File: config.mk
export PLATFORM = sky130hd
export DESIGN_NAME = usb_device_address_suspend_ctrl_flat
export DESIGN_NICKNAME = d
export VERILOG_FILES = /design/src/core/usb_ctrl_pkg.sv /design/src/core/usb_link_if.sv /design/src/core/sync_2ff.sv /design/src/core/usb_device_address_suspend_ctrl.sv /design/src/flat_wrapper.sv
export VERILOG_INCLUDE_DIRS = /design/src /design/src/core
export SDC_FILE = /design/constraint.sdc
export NUM_CORES = 1
export LEC_CHECK = 0
export ABC_AREA = 1
export BUFFER_PORTS_ARGS = -buffer_cell sky130_fd_sc_hd__clkbuf_2
export CORE_UTILIZATION = 58
export DETAILED_ROUTE_END_ITERATION = 8
export PLACE_DENSITY = 0.84
export SLEW_MARGIN = 20
export SYNTH_ARGS = -nofsm -noshare
export SYNTH_HDL_FRONTEND = slang
export SYNTH_HIERARCHICAL = 1
export SYNTH_SLANG_ARGS = --single-unit
File: constraint.sdc
create_clock -name ref_clk -period 2.35 [get_ports ref_clk]
set_clock_uncertainty 0.15 [all_clocks]
set_input_delay 0.3525 -clock ref_clk [delete_from_list [all_inputs] [get_ports ref_clk]]
set_output_delay 0.3525 -clock ref_clk [all_outputs]
set_load 0.01 [all_outputs]
File: src/core/usb_ctrl_defs.svh
`ifndef USB_CTRL_DEFS_SVH
`define USB_CTRL_DEFS_SVH

// timing, address and detach defaults
`define SUSPEND_IDLE_MS       3
`define REF_CLK_KHZ           100000
`define SUSPEND_IDLE_CYCLES   (`SUSPEND_IDLE_MS * `REF_CLK_KHZ)
`define RESUME_MS             2
`define RESUME_CYCLES         (`RESUME_MS * `REF_CLK_KHZ)
`define ADDR_WIDTH            7
`define DEFAULT_ADDR          7'h00
`define DETACH_RESET          1'b1

`endif

File: src/core/usb_ctrl_pkg.sv
package usb_ctrl_pkg;
  // line state seen by the device on the data pads
  typedef enum logic [1:0] {
    LINE_IDLE  = 2'b00,
    LINE_ACT   = 2'b01,
    LINE_RESET = 2'b10
  } line_state_t;

  // device-side suspend and resume progress
  typedef enum logic [1:0] {
    ST_ACTIVE  = 2'b00,
    ST_SUSPEND = 2'b01,
    ST_RESUME  = 2'b10
  } power_state_t;
endpackage

File: src/core/usb_link_if.sv
`timescale 1ns/100ps
`default_nettype none
// bus between the device and the host-side model
interface usb_link_if;
  logic       pullup_on;
  logic       device_resume;
  logic       host_active;
  logic       host_bus_reset;
  logic       token_valid;
  logic [6:0] token_addr;

  modport device (
    output pullup_on,
    output device_resume,
    input  host_active,
    input  host_bus_reset,
    input  token_valid,
    input  token_addr
  );
  modport host (
    input  pullup_on,
    input  device_resume,
    output host_active,
    output host_bus_reset,
    output token_valid,
    output token_addr
  );
endinterface
`default_nettype wire

File: src/core/sync_2ff.sv
`timescale 1ns/100ps
`default_nettype none
// two-stage synchroniser for a level from outside the clock domain
module sync_2ff #(
  parameter int WIDTH = 1
) (
  input  wire logic             ref_clk,
  input  wire logic             sys_rst,
  input  wire logic [WIDTH-1:0] d,
  output logic      [WIDTH-1:0] q
);
  logic [WIDTH-1:0] meta;

  // first stage read only by the second
  always_ff @(posedge ref_clk or posedge sys_rst)
  begin
    if (sys_rst)
    begin
      meta <= '0;
      q    <= '0;
    end
    else
    begin
      meta <= d;
      q    <= meta;
    end
  end
endmodule
`default_nettype wire

File: src/core/usb_device_address_suspend_ctrl.sv
`timescale 1ns/100ps
`default_nettype none
`include "usb_ctrl_defs.svh"
module usb_device_address_suspend_ctrl #(
  parameter int SUSPEND_CYCLES = `SUSPEND_IDLE_CYCLES,
  parameter int RESUME_LEN     = `RESUME_CYCLES
) (
  input  wire logic       ref_clk,
  input  wire logic       sys_rst,
  usb_link_if.device      link,
  input  wire logic       controller_enable_bit,
  input  wire logic       freeze_usb_clock_bit,
  input  wire logic       addr_write,
  input  wire logic [6:0] addr_wdata,
  input  wire logic       addr_en_write,
  input  wire logic       addr_en_wdata,
  input  wire logic       detach_write,
  input  wire logic       detach_wdata,
  input  wire logic       remote_wakeup_enabled,
  input  wire logic       resume_req_write,
  input  wire logic       suspend_clear,
  input  wire logic       wakeup_clear,
  input  wire logic       suspend_int_en,
  input  wire logic       wakeup_int_en,
  output logic [6:0]      device_address_field,
  output logic            address_enable_bit,
  output logic            detach,
  output logic            suspend_flag,
  output logic            wakeup_flag,
  output logic            transceiver_suspended,
  output logic            resume_pending,
  output logic            irq,
  output logic            packet_accept,
  output logic [6:0]      active_address
);
  localparam int CNT_W = $clog2(SUSPEND_CYCLES + RESUME_LEN + 1);

  logic                bus_act;
  logic                bus_rst;
  logic                tok_valid;
  logic [6:0]          tok_addr;
  logic [CNT_W-1:0]    idle_cnt;
  logic [CNT_W-1:0]    resume_cnt;
  usb_ctrl_pkg::power_state_t pwr;
  logic                run;

  // link pins come from the host side, so they get synchronised
  sync_2ff #(.WIDTH(10)) u_sync (
    .ref_clk (ref_clk),
    .sys_rst (sys_rst),
    .d       ({link.host_active, link.host_bus_reset, link.token_valid, link.token_addr}),
    .q       ({bus_act, bus_rst, tok_valid, tok_addr})
  );
  // clock freeze stops idle counting, suspend flag setting and packet accept; register writes, flag clears, resume and the wake path still run
  assign run = controller_enable_bit && !freeze_usb_clock_bit;

  wire       clear_addr     = !controller_enable_bit || bus_rst;
  wire [6:0] next_active    = (address_enable_bit && device_address_field != `DEFAULT_ADDR)
                              ? device_address_field : `DEFAULT_ADDR;
  wire       idle_done      = (idle_cnt >= CNT_W'(SUSPEND_CYCLES - 1));
  wire       resume_ok      = suspend_flag && remote_wakeup_enabled
                              && pwr == usb_ctrl_pkg::ST_SUSPEND;
  wire       resume_start   = resume_req_write && resume_ok;
  wire       resume_done    = (resume_cnt >= CNT_W'(RESUME_LEN - 1));
  wire       set_suspend_flag       = run && idle_done && !suspend_flag
                              && pwr == usb_ctrl_pkg::ST_ACTIVE;
  wire       set_wake       = bus_act && controller_enable_bit;

  // address field and enable, written separately by software
  always_ff @(posedge ref_clk or posedge sys_rst)
  begin
    if (sys_rst)
    begin
      device_address_field <= `DEFAULT_ADDR;
      address_enable_bit   <= 1'b0;
    end
    else if (clear_addr)
    begin
      device_address_field <= `DEFAULT_ADDR;
      address_enable_bit   <= 1'b0;
    end
    else
    begin
      if (addr_write)
        device_address_field <= addr_wdata;
      if (addr_en_write)
        address_enable_bit <= addr_en_wdata;
    end
  end

  // packet filter: only the active address passes
  always_ff @(posedge ref_clk or posedge sys_rst)
  begin
    if (sys_rst)
    begin
      active_address <= `DEFAULT_ADDR;
      packet_accept  <= 1'b0;
    end
    else
    begin
      active_address <= next_active;
      packet_accept  <= run && tok_valid && tok_addr == next_active;
    end
  end

  // idle counter, restarted by any bus activity
  always_ff @(posedge ref_clk or posedge sys_rst)
  begin
    if (sys_rst)
      idle_cnt <= '0;
    else if (bus_act || !run || suspend_flag)
      idle_cnt <= '0;
    else if (!idle_done)
      idle_cnt <= idle_cnt + CNT_W'(1);
  end

  // sticky flags; hardware set beats software clear
  always_ff @(posedge ref_clk or posedge sys_rst)
  begin
    if (sys_rst)
    begin
      suspend_flag <= 1'b0;
      wakeup_flag  <= 1'b0;
    end
    else if (set_wake)
    begin
      wakeup_flag  <= 1'b1;
      suspend_flag <= 1'b0;
    end
    else if (set_suspend_flag)
    begin
      suspend_flag <= 1'b1;
      wakeup_flag  <= 1'b0;
    end
    else
    begin
      if (suspend_clear)
        suspend_flag <= 1'b0;
      if (wakeup_clear)
        wakeup_flag <= 1'b0;
    end
  end

  // power state: active, suspended, driving resume
  always_ff @(posedge ref_clk or posedge sys_rst)
  begin
    if (sys_rst)
    begin
      pwr        <= usb_ctrl_pkg::ST_ACTIVE;
      resume_cnt <= '0;
    end
    else
    begin
      unique case (pwr)
        usb_ctrl_pkg::ST_ACTIVE:
          if (set_suspend_flag)
            pwr <= usb_ctrl_pkg::ST_SUSPEND;
        usb_ctrl_pkg::ST_SUSPEND:
          if (bus_act || !controller_enable_bit)
            pwr <= usb_ctrl_pkg::ST_ACTIVE;
          else if (resume_start)
          begin
            pwr        <= usb_ctrl_pkg::ST_RESUME;
            resume_cnt <= '0;
          end
        usb_ctrl_pkg::ST_RESUME:
          if (resume_done)
            pwr <= usb_ctrl_pkg::ST_ACTIVE;
          else
            resume_cnt <= resume_cnt + CNT_W'(1);
        default:
          pwr <= usb_ctrl_pkg::ST_ACTIVE;
      endcase
    end
  end

  // outputs registered: transceiver, resume drive, pull-up, interrupt
  always_ff @(posedge ref_clk or posedge sys_rst)
  begin
    if (sys_rst)
    begin
      transceiver_suspended <= 1'b0;
      resume_pending        <= 1'b0;
      detach                <= `DETACH_RESET;
      irq                   <= 1'b0;
      link.pullup_on        <= 1'b0;
      link.device_resume    <= 1'b0;
    end
    else
    begin
      transceiver_suspended <= pwr == usb_ctrl_pkg::ST_SUSPEND;
      resume_pending        <= pwr == usb_ctrl_pkg::ST_RESUME;
      if (detach_write)
        detach <= detach_wdata;
      irq <= (suspend_flag && suspend_int_en) || (wakeup_flag && wakeup_int_en);
      link.pullup_on     <= !detach && controller_enable_bit;
      link.device_resume <= pwr == usb_ctrl_pkg::ST_RESUME;
    end
  end
endmodule
`default_nettype wire

File: src/flat_wrapper.sv
// flat-port wrapper written by rule: the top's interface ports become plain ports
module usb_device_address_suspend_ctrl_flat 
#(
  parameter int SUSPEND_CYCLES = `SUSPEND_IDLE_CYCLES,
  parameter int RESUME_LEN     = `RESUME_CYCLES
)
  (ref_clk, sys_rst, controller_enable_bit, freeze_usb_clock_bit, addr_write, addr_wdata, addr_en_write, addr_en_wdata, detach_write, detach_wdata, remote_wakeup_enabled, resume_req_write, suspend_clear, wakeup_clear, suspend_int_en, wakeup_int_en, device_address_field, address_enable_bit, detach, suspend_flag, wakeup_flag, transceiver_suspended, resume_pending, irq, packet_accept, active_address, link_pullup_on, link_device_resume, link_host_active, link_host_bus_reset, link_token_valid, link_token_addr);
  usb_link_if link_i ();
  input  wire logic ref_clk;
  input  wire logic sys_rst;
  input  wire logic controller_enable_bit;
  input  wire logic freeze_usb_clock_bit;
  input  wire logic addr_write;
  input  wire logic [6:0] addr_wdata;
  input  wire logic addr_en_write;
  input  wire logic addr_en_wdata;
  input  wire logic detach_write;
  input  wire logic detach_wdata;
  input  wire logic remote_wakeup_enabled;
  input  wire logic resume_req_write;
  input  wire logic suspend_clear;
  input  wire logic wakeup_clear;
  input  wire logic suspend_int_en;
  input  wire logic wakeup_int_en;
  output logic [6:0] device_address_field;
  output logic address_enable_bit;
  output logic detach;
  output logic suspend_flag;
  output logic wakeup_flag;
  output logic transceiver_suspended;
  output logic resume_pending;
  output logic irq;
  output logic packet_accept;
  output logic [6:0] active_address;
  output wire logic [$bits(link_i.pullup_on)-1:0] link_pullup_on;
  output wire logic [$bits(link_i.device_resume)-1:0] link_device_resume;
  input wire logic [$bits(link_i.host_active)-1:0] link_host_active;
  input wire logic [$bits(link_i.host_bus_reset)-1:0] link_host_bus_reset;
  input wire logic [$bits(link_i.token_valid)-1:0] link_token_valid;
  input wire logic [$bits(link_i.token_addr)-1:0] link_token_addr;
  assign link_pullup_on = link_i.pullup_on;
  assign link_device_resume = link_i.device_resume;
  assign link_i.host_active = link_host_active;
  assign link_i.host_bus_reset = link_host_bus_reset;
  assign link_i.token_valid = link_token_valid;
  assign link_i.token_addr = link_token_addr;
  usb_device_address_suspend_ctrl #(.SUSPEND_CYCLES(SUSPEND_CYCLES), .RESUME_LEN(RESUME_LEN)) u_core (.ref_clk(ref_clk), .sys_rst(sys_rst), .link(link_i), .controller_enable_bit(controller_enable_bit), .freeze_usb_clock_bit(freeze_usb_clock_bit), .addr_write(addr_write), .addr_wdata(addr_wdata), .addr_en_write(addr_en_write), .addr_en_wdata(addr_en_wdata), .detach_write(detach_write), .detach_wdata(detach_wdata), .remote_wakeup_enabled(remote_wakeup_enabled), .resume_req_write(resume_req_write), .suspend_clear(suspend_clear), .wakeup_clear(wakeup_clear), .suspend_int_en(suspend_int_en), .wakeup_int_en(wakeup_int_en), .device_address_field(device_address_field), .address_enable_bit(address_enable_bit), .detach(detach), .suspend_flag(suspend_flag), .wakeup_flag(wakeup_flag), .transceiver_suspended(transceiver_suspended), .resume_pending(resume_pending), .irq(irq), .packet_accept(packet_accept), .active_address(active_address));
endmodule
Word level (Yosys, flattened, before mapping)
Index checks and enable logic that the tools add are counted.
- output and inout bits: 24
- bits in registers: 83
- input port bits: 32
- word-level logic and storage cells: 85
- equal/unequal tests: 10
- muxes and demuxes: 22
- $add $sub $neg: 2
- order comparisons: 2
- reduce and logical (&&, ||, !) cells: 33
- operator list (kind ; count):
    19-bit two-way mux ; 5
    19-bit by 1-bit adder with 19-bit output (second input constant) ; 2
    19-bit case mux with 2 select lines ; 1
    7-bit two-way mux ; 3
    19-bit by 18-bit >= comparator with 1-bit output (second input constant) ; 1
    19-bit >= comparator (second input constant) ; 1
    1-bit logical AND ; 14
    1-bit two-way mux ; 8
    2-bit two-way mux ; 4
    7-bit == test ; 1
    7-bit nonzero test ; 1
    2-bit by 1-bit != test with 1-bit output (second input constant) ; 3
    2-bit != test (second input constant) ; 3
    2-bit case mux with 3 select lines ; 1
    2-bit nonzero test ; 3
    3-bit nonzero test ; 2
    1-bit zero test ; 5
    1-bit logical OR ; 5
    4-bit AND reduction ; 1
    3-bit by 1-bit != test with 1-bit output (second input constant) ; 1
    3-bit AND reduction ; 1
    2-bit by 1-bit == test with 1-bit output (second input constant) ; 1
    2-bit == test (second input constant) ; 1
    2-bit zero test ; 1

Depth between registers and ports, before layout
Gate-level depths: netlist (run 1).
- word-level depth: 7
- mapped depth: 14
- gate-level depth less buffers: 12

By module
The synthesis (run 1) kept the hierarchy.
- by module, submodules not included (module ; area each (um2) ; sequential area each (um2) ; times used ; cells each):
    usb_device_address_suspend_ctrl ; 3776.1 ; 1577.8 ; 1 ; 538
    sync_2ff ; 504.2 ; 500.5 ; 1 ; 21

Least setup slack after synthesis (run 1)
Ideal clock, no wire load.
- kind: reg2reg
- start: register u_core.resume_cnt[0]
- end: register u_core.resume_cnt[10]
- stages on the path, launching flop included: 12
- arrival time: 1.525 ns
- path slack: 0.558 ns
- period minus slack after synthesis: 1.792 ns
- data required time: 2.083 ns
- path buffers: 1
- library setup time: 0.117 ns
- cells stage by stage: dfrtp_1 ha_1 nand3_1 nor2_2 nand3_1 nand2_1 inv_1 nand2_2 nand2_4 buf_4 nand3_1 nand2_1
- word-level cells in the longest chain between the ends: 3
- elaborated cells on any way between the ends: 6
- those cells by class: 1 x add/sub; 1 x order compare; 1 x eq/ne; 2 x mux; 1 x reduce/logical
- RTL lines (item ; line ; RTL):
    from (decl) ; usb_device_address_suspend_ctrl.sv:43 ; logic [CNT_W-1:0] resume_cnt;
    from (signal assigned) ; usb_device_address_suspend_ctrl.sv:170 ; resume_cnt <= resume_cnt + CNT_W'(1);
    19-bit by 1-bit adder with 19-bit output or 19-bit by 18-bit >= comparator with 1-bit output (tied branches) ; usb_device_address_suspend_ctrl.sv:170, usb_device_address_suspend_ctrl.sv:64 ;
    19-bit two-way mux or 2-bit != test (tied branches) ; n/a ;
    19-bit case mux with 2 select lines or 4-bit AND reduction (tied branches) ; n/a ;
Several ways; a longest one is shown, not always the timed one. The select of a mux whose other input is x is not followed.
A chain may end at the register's enable or synchronous reset.

Worst setup path after layout (run 1)
- start: register u_core.resume_cnt[0]
- end: register u_core.resume_cnt[18]
Same word-level chain as after synthesis.

==> results.md, run 1 <==
- Hold Path Class: input port to flip-flop
- Placed Instances: 700
- Total Power: 2.67 mW
- Root buf cell: clkbuf_8
- Final critical-path required period: 2070 ps
- Max Root-Sink Buffers: 2
- Final worst path period share: 88.2%
- Seq pwr share: 55.9%
- R2R setup slack: 280 ps
- Antenna violations before repair: 0
- Worst Path Required: 2490 ps
- CTS tree: yes
- Cell area after layout: 0.00496 mm2
- Vias in the first global route: 3679
- Final setup fails: 0
- Cell leakage power: 2.58 nW
- First-pass iteration count of the detailed router: 5
- Port Buffers: 55
- Fin cells: 727
- Setup CP Type: flip-flop to flip-flop
- Worst-path clk slew: 90 ps
- Vias per cell: 5.19
- Core area: 0.00694 mm2
- Library cells used by synthesis: 32
- Syn_nets: 593
- Pin count of the biggest net entering global routing: 56
- Slew HR: 52.3%
- Cell Chain, Critical Path: ha_1, nand3_1, nor2_2, nand3_1, nand2_1, inv_1, nand2_2, nand2_4, nand2_8, inv_1, nor2_1
- Postcts setup bufs: 0
- Layout cells sized above 1: 14.6%
- First-pass GRT wire length: 16600 um
- CP Launch Type: flip-flop
- Pint: 1.95 mW
- CTS H-tree depth: 3
- Crit-path slowest cell: dfrtp_1
- Psw: 0.714 mW
- WL final: 9850 um
- Warning count from the yosys run: 6
- Family with the most delay on the worst path: simple AND/OR/NAND/NOR gates
- CTS buffer count: 9
- Pre-CTS WS: 184 ps
- Worst r2r dst: u_core/resume_cnt[18]
- Worst r2r src: u_core/resume_cnt[0]
- VDD IR max: 0.000435 V
- Die ar.: 0.00773 mm2
- Unrepaired setup endpoints after global routing: no
- Status: finished clean
- Clk_lat worst skew: 370 ps
- Area delta synth->final: 15.8%
- Mapped cell area: 0.00428 mm2
- Buf/Inv on CP: 2
- Inserted Diodes: 0
- Boundary pin count: 56
- Yosys reg bits: 83
- Final GP Congestion: 0.891
- Initial Utilization: 61.6%
- Hpwl dp: 6930 um
- Clock power frac: 38.2%
- Worst setup startpoint: u_core/resume_cnt[0]
- DRC viols: 0
- Critical Path End: u_core/resume_cnt[18]
- Slew @ Worst Pin: 714 ps
- Worst hold slack: 29.2 ps
- Fin util: 71.4%
- Final setup TNS: 0 ps
- Reg2Reg Depth: 11
- Iteration-0 DRC Markers: 220
- Crit. path cell count: 11
- Row cnt: 30
- Sink Count: 83
- Global Route Usage Sum: 28.3%
- DRT antenna net count: 0
- Cell Pwr Density: 538 mW/mm2
- Final hold vios: 0
- Max Clk Rate: 0.482 GHz
- Max-cap violations: 0
- Combinational power share: 5.9%
- Cells after Synth: 559
- Switching part of the total: 26.8%
- CP Max Fanout: 19
- DIE HEIGHT: 87.9 um
- Post-synthesis sequential area ratio: 48.6%
- Placed instance area: 0.00464 mm2
- Via count: 3773
- Pins Over Slew Limit: 0
- Remaining global-route overflow: 0
- WP data arrival: 2220 ps
- DIE WIDTH: 87.9 um
- Hold depth: 2
- Fin nets: 660
- Final worst setup slack: 276 ps
- Routed WL per cell: 13.6 um
- CP max stage delay: 450 ps
- CP Capture Type: flip-flop
- Mean Syn Cell Area: 7.66 um2
## logic make-up after synthesis
kind of cell / after synthesis / synth area share [%]
compound gates: 27 / 3.36
xor+xnor: 29 / 5.93
fa+ha+maj: 2 / 0.585
buf+inv: 82 / 7.78
flops: 83 / 48.6
mux: 1 / 0.263
simple gates: 335 / 33.5
## area by class of cell
type                    count  area [um2]
repair buffers             71         435
inverters                  67         251
multi-input cells         394        1870
well taps                  96         120
clock inverters             7        76.3
fillers                   525        1990
flip-flops and latches     83        2080
clock buffers               9         124
## flip-flops by register name, summed over array words and instances (netlist names), 2 cells and up
register / count
u_core/resume_cnt: 19
u_core/idle_cnt: 19
u_core/pwr: 2
u_core/active_address: 7
u_core/device_address_field: 7
u_core/u_sync/meta: 10
u_core/u_sync/q: 10
## power groups by stage
stage | Clock, mW | Combinational, mW | Sequential (mW)
finish | 1.02 | 0.157 | 1.49
CTS | 1.05 | 0.158 | 1.49
global route | 1.11 | 0.176 | 1.50
floorplan | 0 | 0.0712 | 1.52
detailed placement | 0 | 0.142 | 1.52
global placement | 0 | 0.136 | 1.52
## synth_stat cells
| cell | instances | area share [%] |
|---|---|---|
| nand2_8 | 1 | 0.47 |
| ha_1 | 2 | 0.58 |
| inv_1 | 65 | 5.7 |
| o21ai_1 | 3 | 0.35 |
| xor2_1 | 23 | 4.7 |
| dfstp_2 | 1 | 0.61 |
| a22o_1 | 1 | 0.20 |
| nor3b_1 | 1 | 0.18 |
| buf_4 | 2 | 0.35 |
| nand3_2 | 1 | 0.23 |
| nor2_4 | 1 | 0.26 |
| nand3b_1 | 2 | 0.35 |
| nor3_1 | 9 | 1.1 |
| o21ai_0 | 6 | 0.70 |
| nand2_4 | 1 | 0.26 |
| mux2_2 | 1 | 0.26 |
| buf_2 | 5 | 0.58 |
| dfrtp_1 | 82 | 48 |
| inv_2 | 2 | 0.18 |
| nand2_2 | 3 | 0.44 |
| nor2_1 | 86 | 7.5 |
| xnor2_1 | 6 | 1.2 |
| nand3_1 | 62 | 7.2 |
| o22ai_1 | 1 | 0.15 |
| nand4_1 | 10 | 1.5 |
| nand2_1 | 155 | 14 |
| a221oi_1 | 1 | 0.20 |
| clkbuf_1 | 7 | 0.61 |
| buf_8 | 1 | 0.35 |
| nor2_2 | 2 | 0.29 |
| or2_2 | 1 | 0.15 |
| a21oi_1 | 15 | 1.8 |
## what timing repair did
item | in CTS | in global routing
hold buffers | 11 | 0
resized for setup | 0 | 1
hold endpoints to repair | 38 | 0
setup endpoints to repair | 0 | 14
## worst min-delay path by stage
stage                              from                   endpoint
after global routing      addr_en_write  u_core/address_enable_bit
after CTS                 addr_en_write  u_core/address_enable_bit
final                     addr_en_write  u_core/address_enable_bit
after floorplan                 sys_rst      u_core/u_sync/meta[0]
after detailed placement        sys_rst      u_core/link.pullup_on
after global placement          sys_rst      u_core/link.pullup_on
## cell usage in the layout (no fill, tap or decap), drive strengths merged
master	instances
nand2	160
nor2	89
dfrtp	82
inv	71
clkbuf	64
nand3	63
xor2	23
a21oi	15
dlygate4sd3	11
nand4	10
nor3	9
o21ai	9
xnor2	6
buf	5
clkinv	3
nand3b	2
ha	2
mux2	1
nor3b	1
a22o	1
a221oi	1
o22ai	1
or2	1
dfstp	1
## metal layers
metal  global-route usage [%]  routed length [um]  up-vias
li1                         -                   -     1872
met1                     35.6                4160     1753
met2                     49.4                5020      133
met3                     4.90                 496       15
met4                     9.99                 174        0
met5                        0                   0        -
(Power assumes the default switching activity.)
==> inputs of run 2 (changes only) <==
--- a/config.mk
+++ b/config.mk
@@ -11,6 +11,7 @@
 export CORE_UTILIZATION = 58
 export DETAILED_ROUTE_END_ITERATION = 8
 export PLACE_DENSITY = 0.84
+export SETUP_SLACK_MARGIN = 0.5
 export SLEW_MARGIN = 20
 export SYNTH_ARGS = -nofsm -noshare
 export SYNTH_HDL_FRONTEND = slang
==> results.md, run 2 (synthesis gave the netlist of run 1 again) <==
- Status: finished clean
- Final worst setup slack: 424 ps
- Hold Path Class: input port to flip-flop
- Pre-CTS WS: 283 ps
- WP data arrival: 2010 ps
- Initial Utilization: 61.6%
- Via count: 4287
- CP Max Fanout: 7
- Unrepaired setup endpoints after global routing: no
- Placed instance area: 0.00466 mm2
- Root buf cell: clkbuf_8
- CTS H-tree depth: 3
- Worst Path Required: 2430 ps
- Cell Chain, Critical Path: nand2_1, nor2_4, nand3_2, nand2_1, nand2_2, nand2_4, nand2_4, buf_8, nand2_1, nand2_1
- DRT antenna net count: 0
- Sink Count: 83
- First-pass iteration count of the detailed router: 5
- Commonest non-fill, non-tap cell in the layout: nand2_1
- Global Route Usage Sum: 30.6%
- Cell Pwr Density: 498 mW/mm2
- Family with the most delay on the worst path: simple AND/OR/NAND/NOR gates
- Crit-path slowest cell: dfrtp_1
- DIE HEIGHT: 87.9 um
- CP Launch Type: flip-flop
- Pin count of the biggest net entering global routing: 64
- Remaining global-route overflow: 0
- CTS tree: yes
- Cell area after layout: 0.00537 mm2
- Pins Over Slew Limit: 0
- Final GP Congestion: 0.954
- Final critical-path required period: 1930 ps
- DIE WIDTH: 87.9 um
- Buf/Inv on CP: 1
- Layout cells sized above 1: 23.0%
- Final setup TNS: 0 ps
- Fin nets: 686
- CTS buffer count: 9
- Total Power: 2.67 mW
- HP Start: addr_wdata[5]
- Regs by FF count: u_core/idle_cnt: 19 flops, u_core/resume_cnt: 19 flops
- Max Clk Rate: 0.519 GHz
- Worst setup startpoint: u_core/idle_cnt[4]
- Die ar.: 0.00773 mm2
- Vias in the first global route: 3864
- CP max stage delay: 510 ps
- DRC viols: 0
- Routed WL per cell: 16.4 um
- Inserted Diodes: 0
- VDD IR max: 0.000556 V
- Row cnt: 30
- WL final: 12400 um
- Core area: 0.00694 mm2
- Max Root-Sink Buffers: 2
- Final setup fails: 0
- Area delta synth->final: 25.4%
- Boundary pin count: 56
- CP most frequent cell: nand2_1
- CP Capture Type: flip-flop
- Vias per cell: 5.69
- Clk_lat worst skew: 350 ps
- Worst-path clk slew: 100 ps
- Hpwl dp: 7010 um
- Max-cap violations: 0
- Filler cells: 438
- Final worst path period share: 81.9%
- Setup CP Type: flip-flop to flip-flop
- Worst r2r src: u_core/idle_cnt[4]
- Slew HR: 52.3%
- Port Buffers: 55
- Iteration-0 DRC Markers: 353
- Commonest cells after routing, fill and taps aside: nand2_1, nor2_1, dfrtp_1, inv_1, nand3_1
- Slew @ Worst Pin: 714 ps
- First-pass GRT wire length: 17900 um
- Cell leakage power: 2.71 nW
- Fin cells: 753
- Final hold vios: 0
- Placed Instances: 701
- Antenna violations before repair: 0
## run 2: layer usage
metal	wire [um]	part of all wire, %	global-route usage [%]
met5	0	0	0
met3	954	7.7	5.00
met4	685	5.5	15.4
met2	6150	50	52.6
met1	4590	37	37.3
## run 2: tightest hold or removal path, cell delays in order
cell	delay, ps
clkbuf_2	80
inv_1	40
a21oi_1	50
## run 2: through the flow
stage | hold WS [ps] | util (%)
after floorplan | 166 | -
after detailed placement | 185 | 67.0
after CTS | 40.8 | 72.8
after global routing | 45.0 | 77.3
after global placement | 182 | 67.0
final | 50.6 | 77.3
## run 2: path summary, 6_finish.rpt
path	to	slack [ps]	depth (start not counted)
setup / recovery	u_core/idle_cnt[3]	420	10
hold / removal	u_core/device_address_field[5]	50	3
setup reg to reg	u_core/idle_cnt[3]	420	10
hold reg to reg	u_core/u_sync/q[5]	210	0
max in group asynchronous	u_core/u_sync/meta[2]	1060	3
min in group asynchronous	u_core/link.pullup_on	470	4
## run 2: repair_timing
| action | in CTS | in global routing |
|---|---|---|
| pin swaps | 4 | 8 |
| cloned | 1 | 4 |
| gates resized for setup | 8 | 45 |
| setup endpoints to repair | 39 | 41 |
| endpoints found under the hold margin | 72 | 0 |
| buffers inserted | 7 | 13 |
| hold buffers | 11 | 0 |
## run 2: where the power goes
group,switching (mW),internal (mW)
clock,0.582,0.415
sequential,0.0302,1.47
combinational,0.101,0.0766
## run 2: cell type report
cell class	count	area, um2	area share (%)
Sequential cell	83	2100	39.1
Multi-Input combinational cell	398	2050	38.2
Timing Repair Buffer	93	646	12.0
Inverter	67	255	4.76
Clock buffer	9	124	2.31
Tap cell	96	120	2.24
Clock inverter	7	72.6	1.35
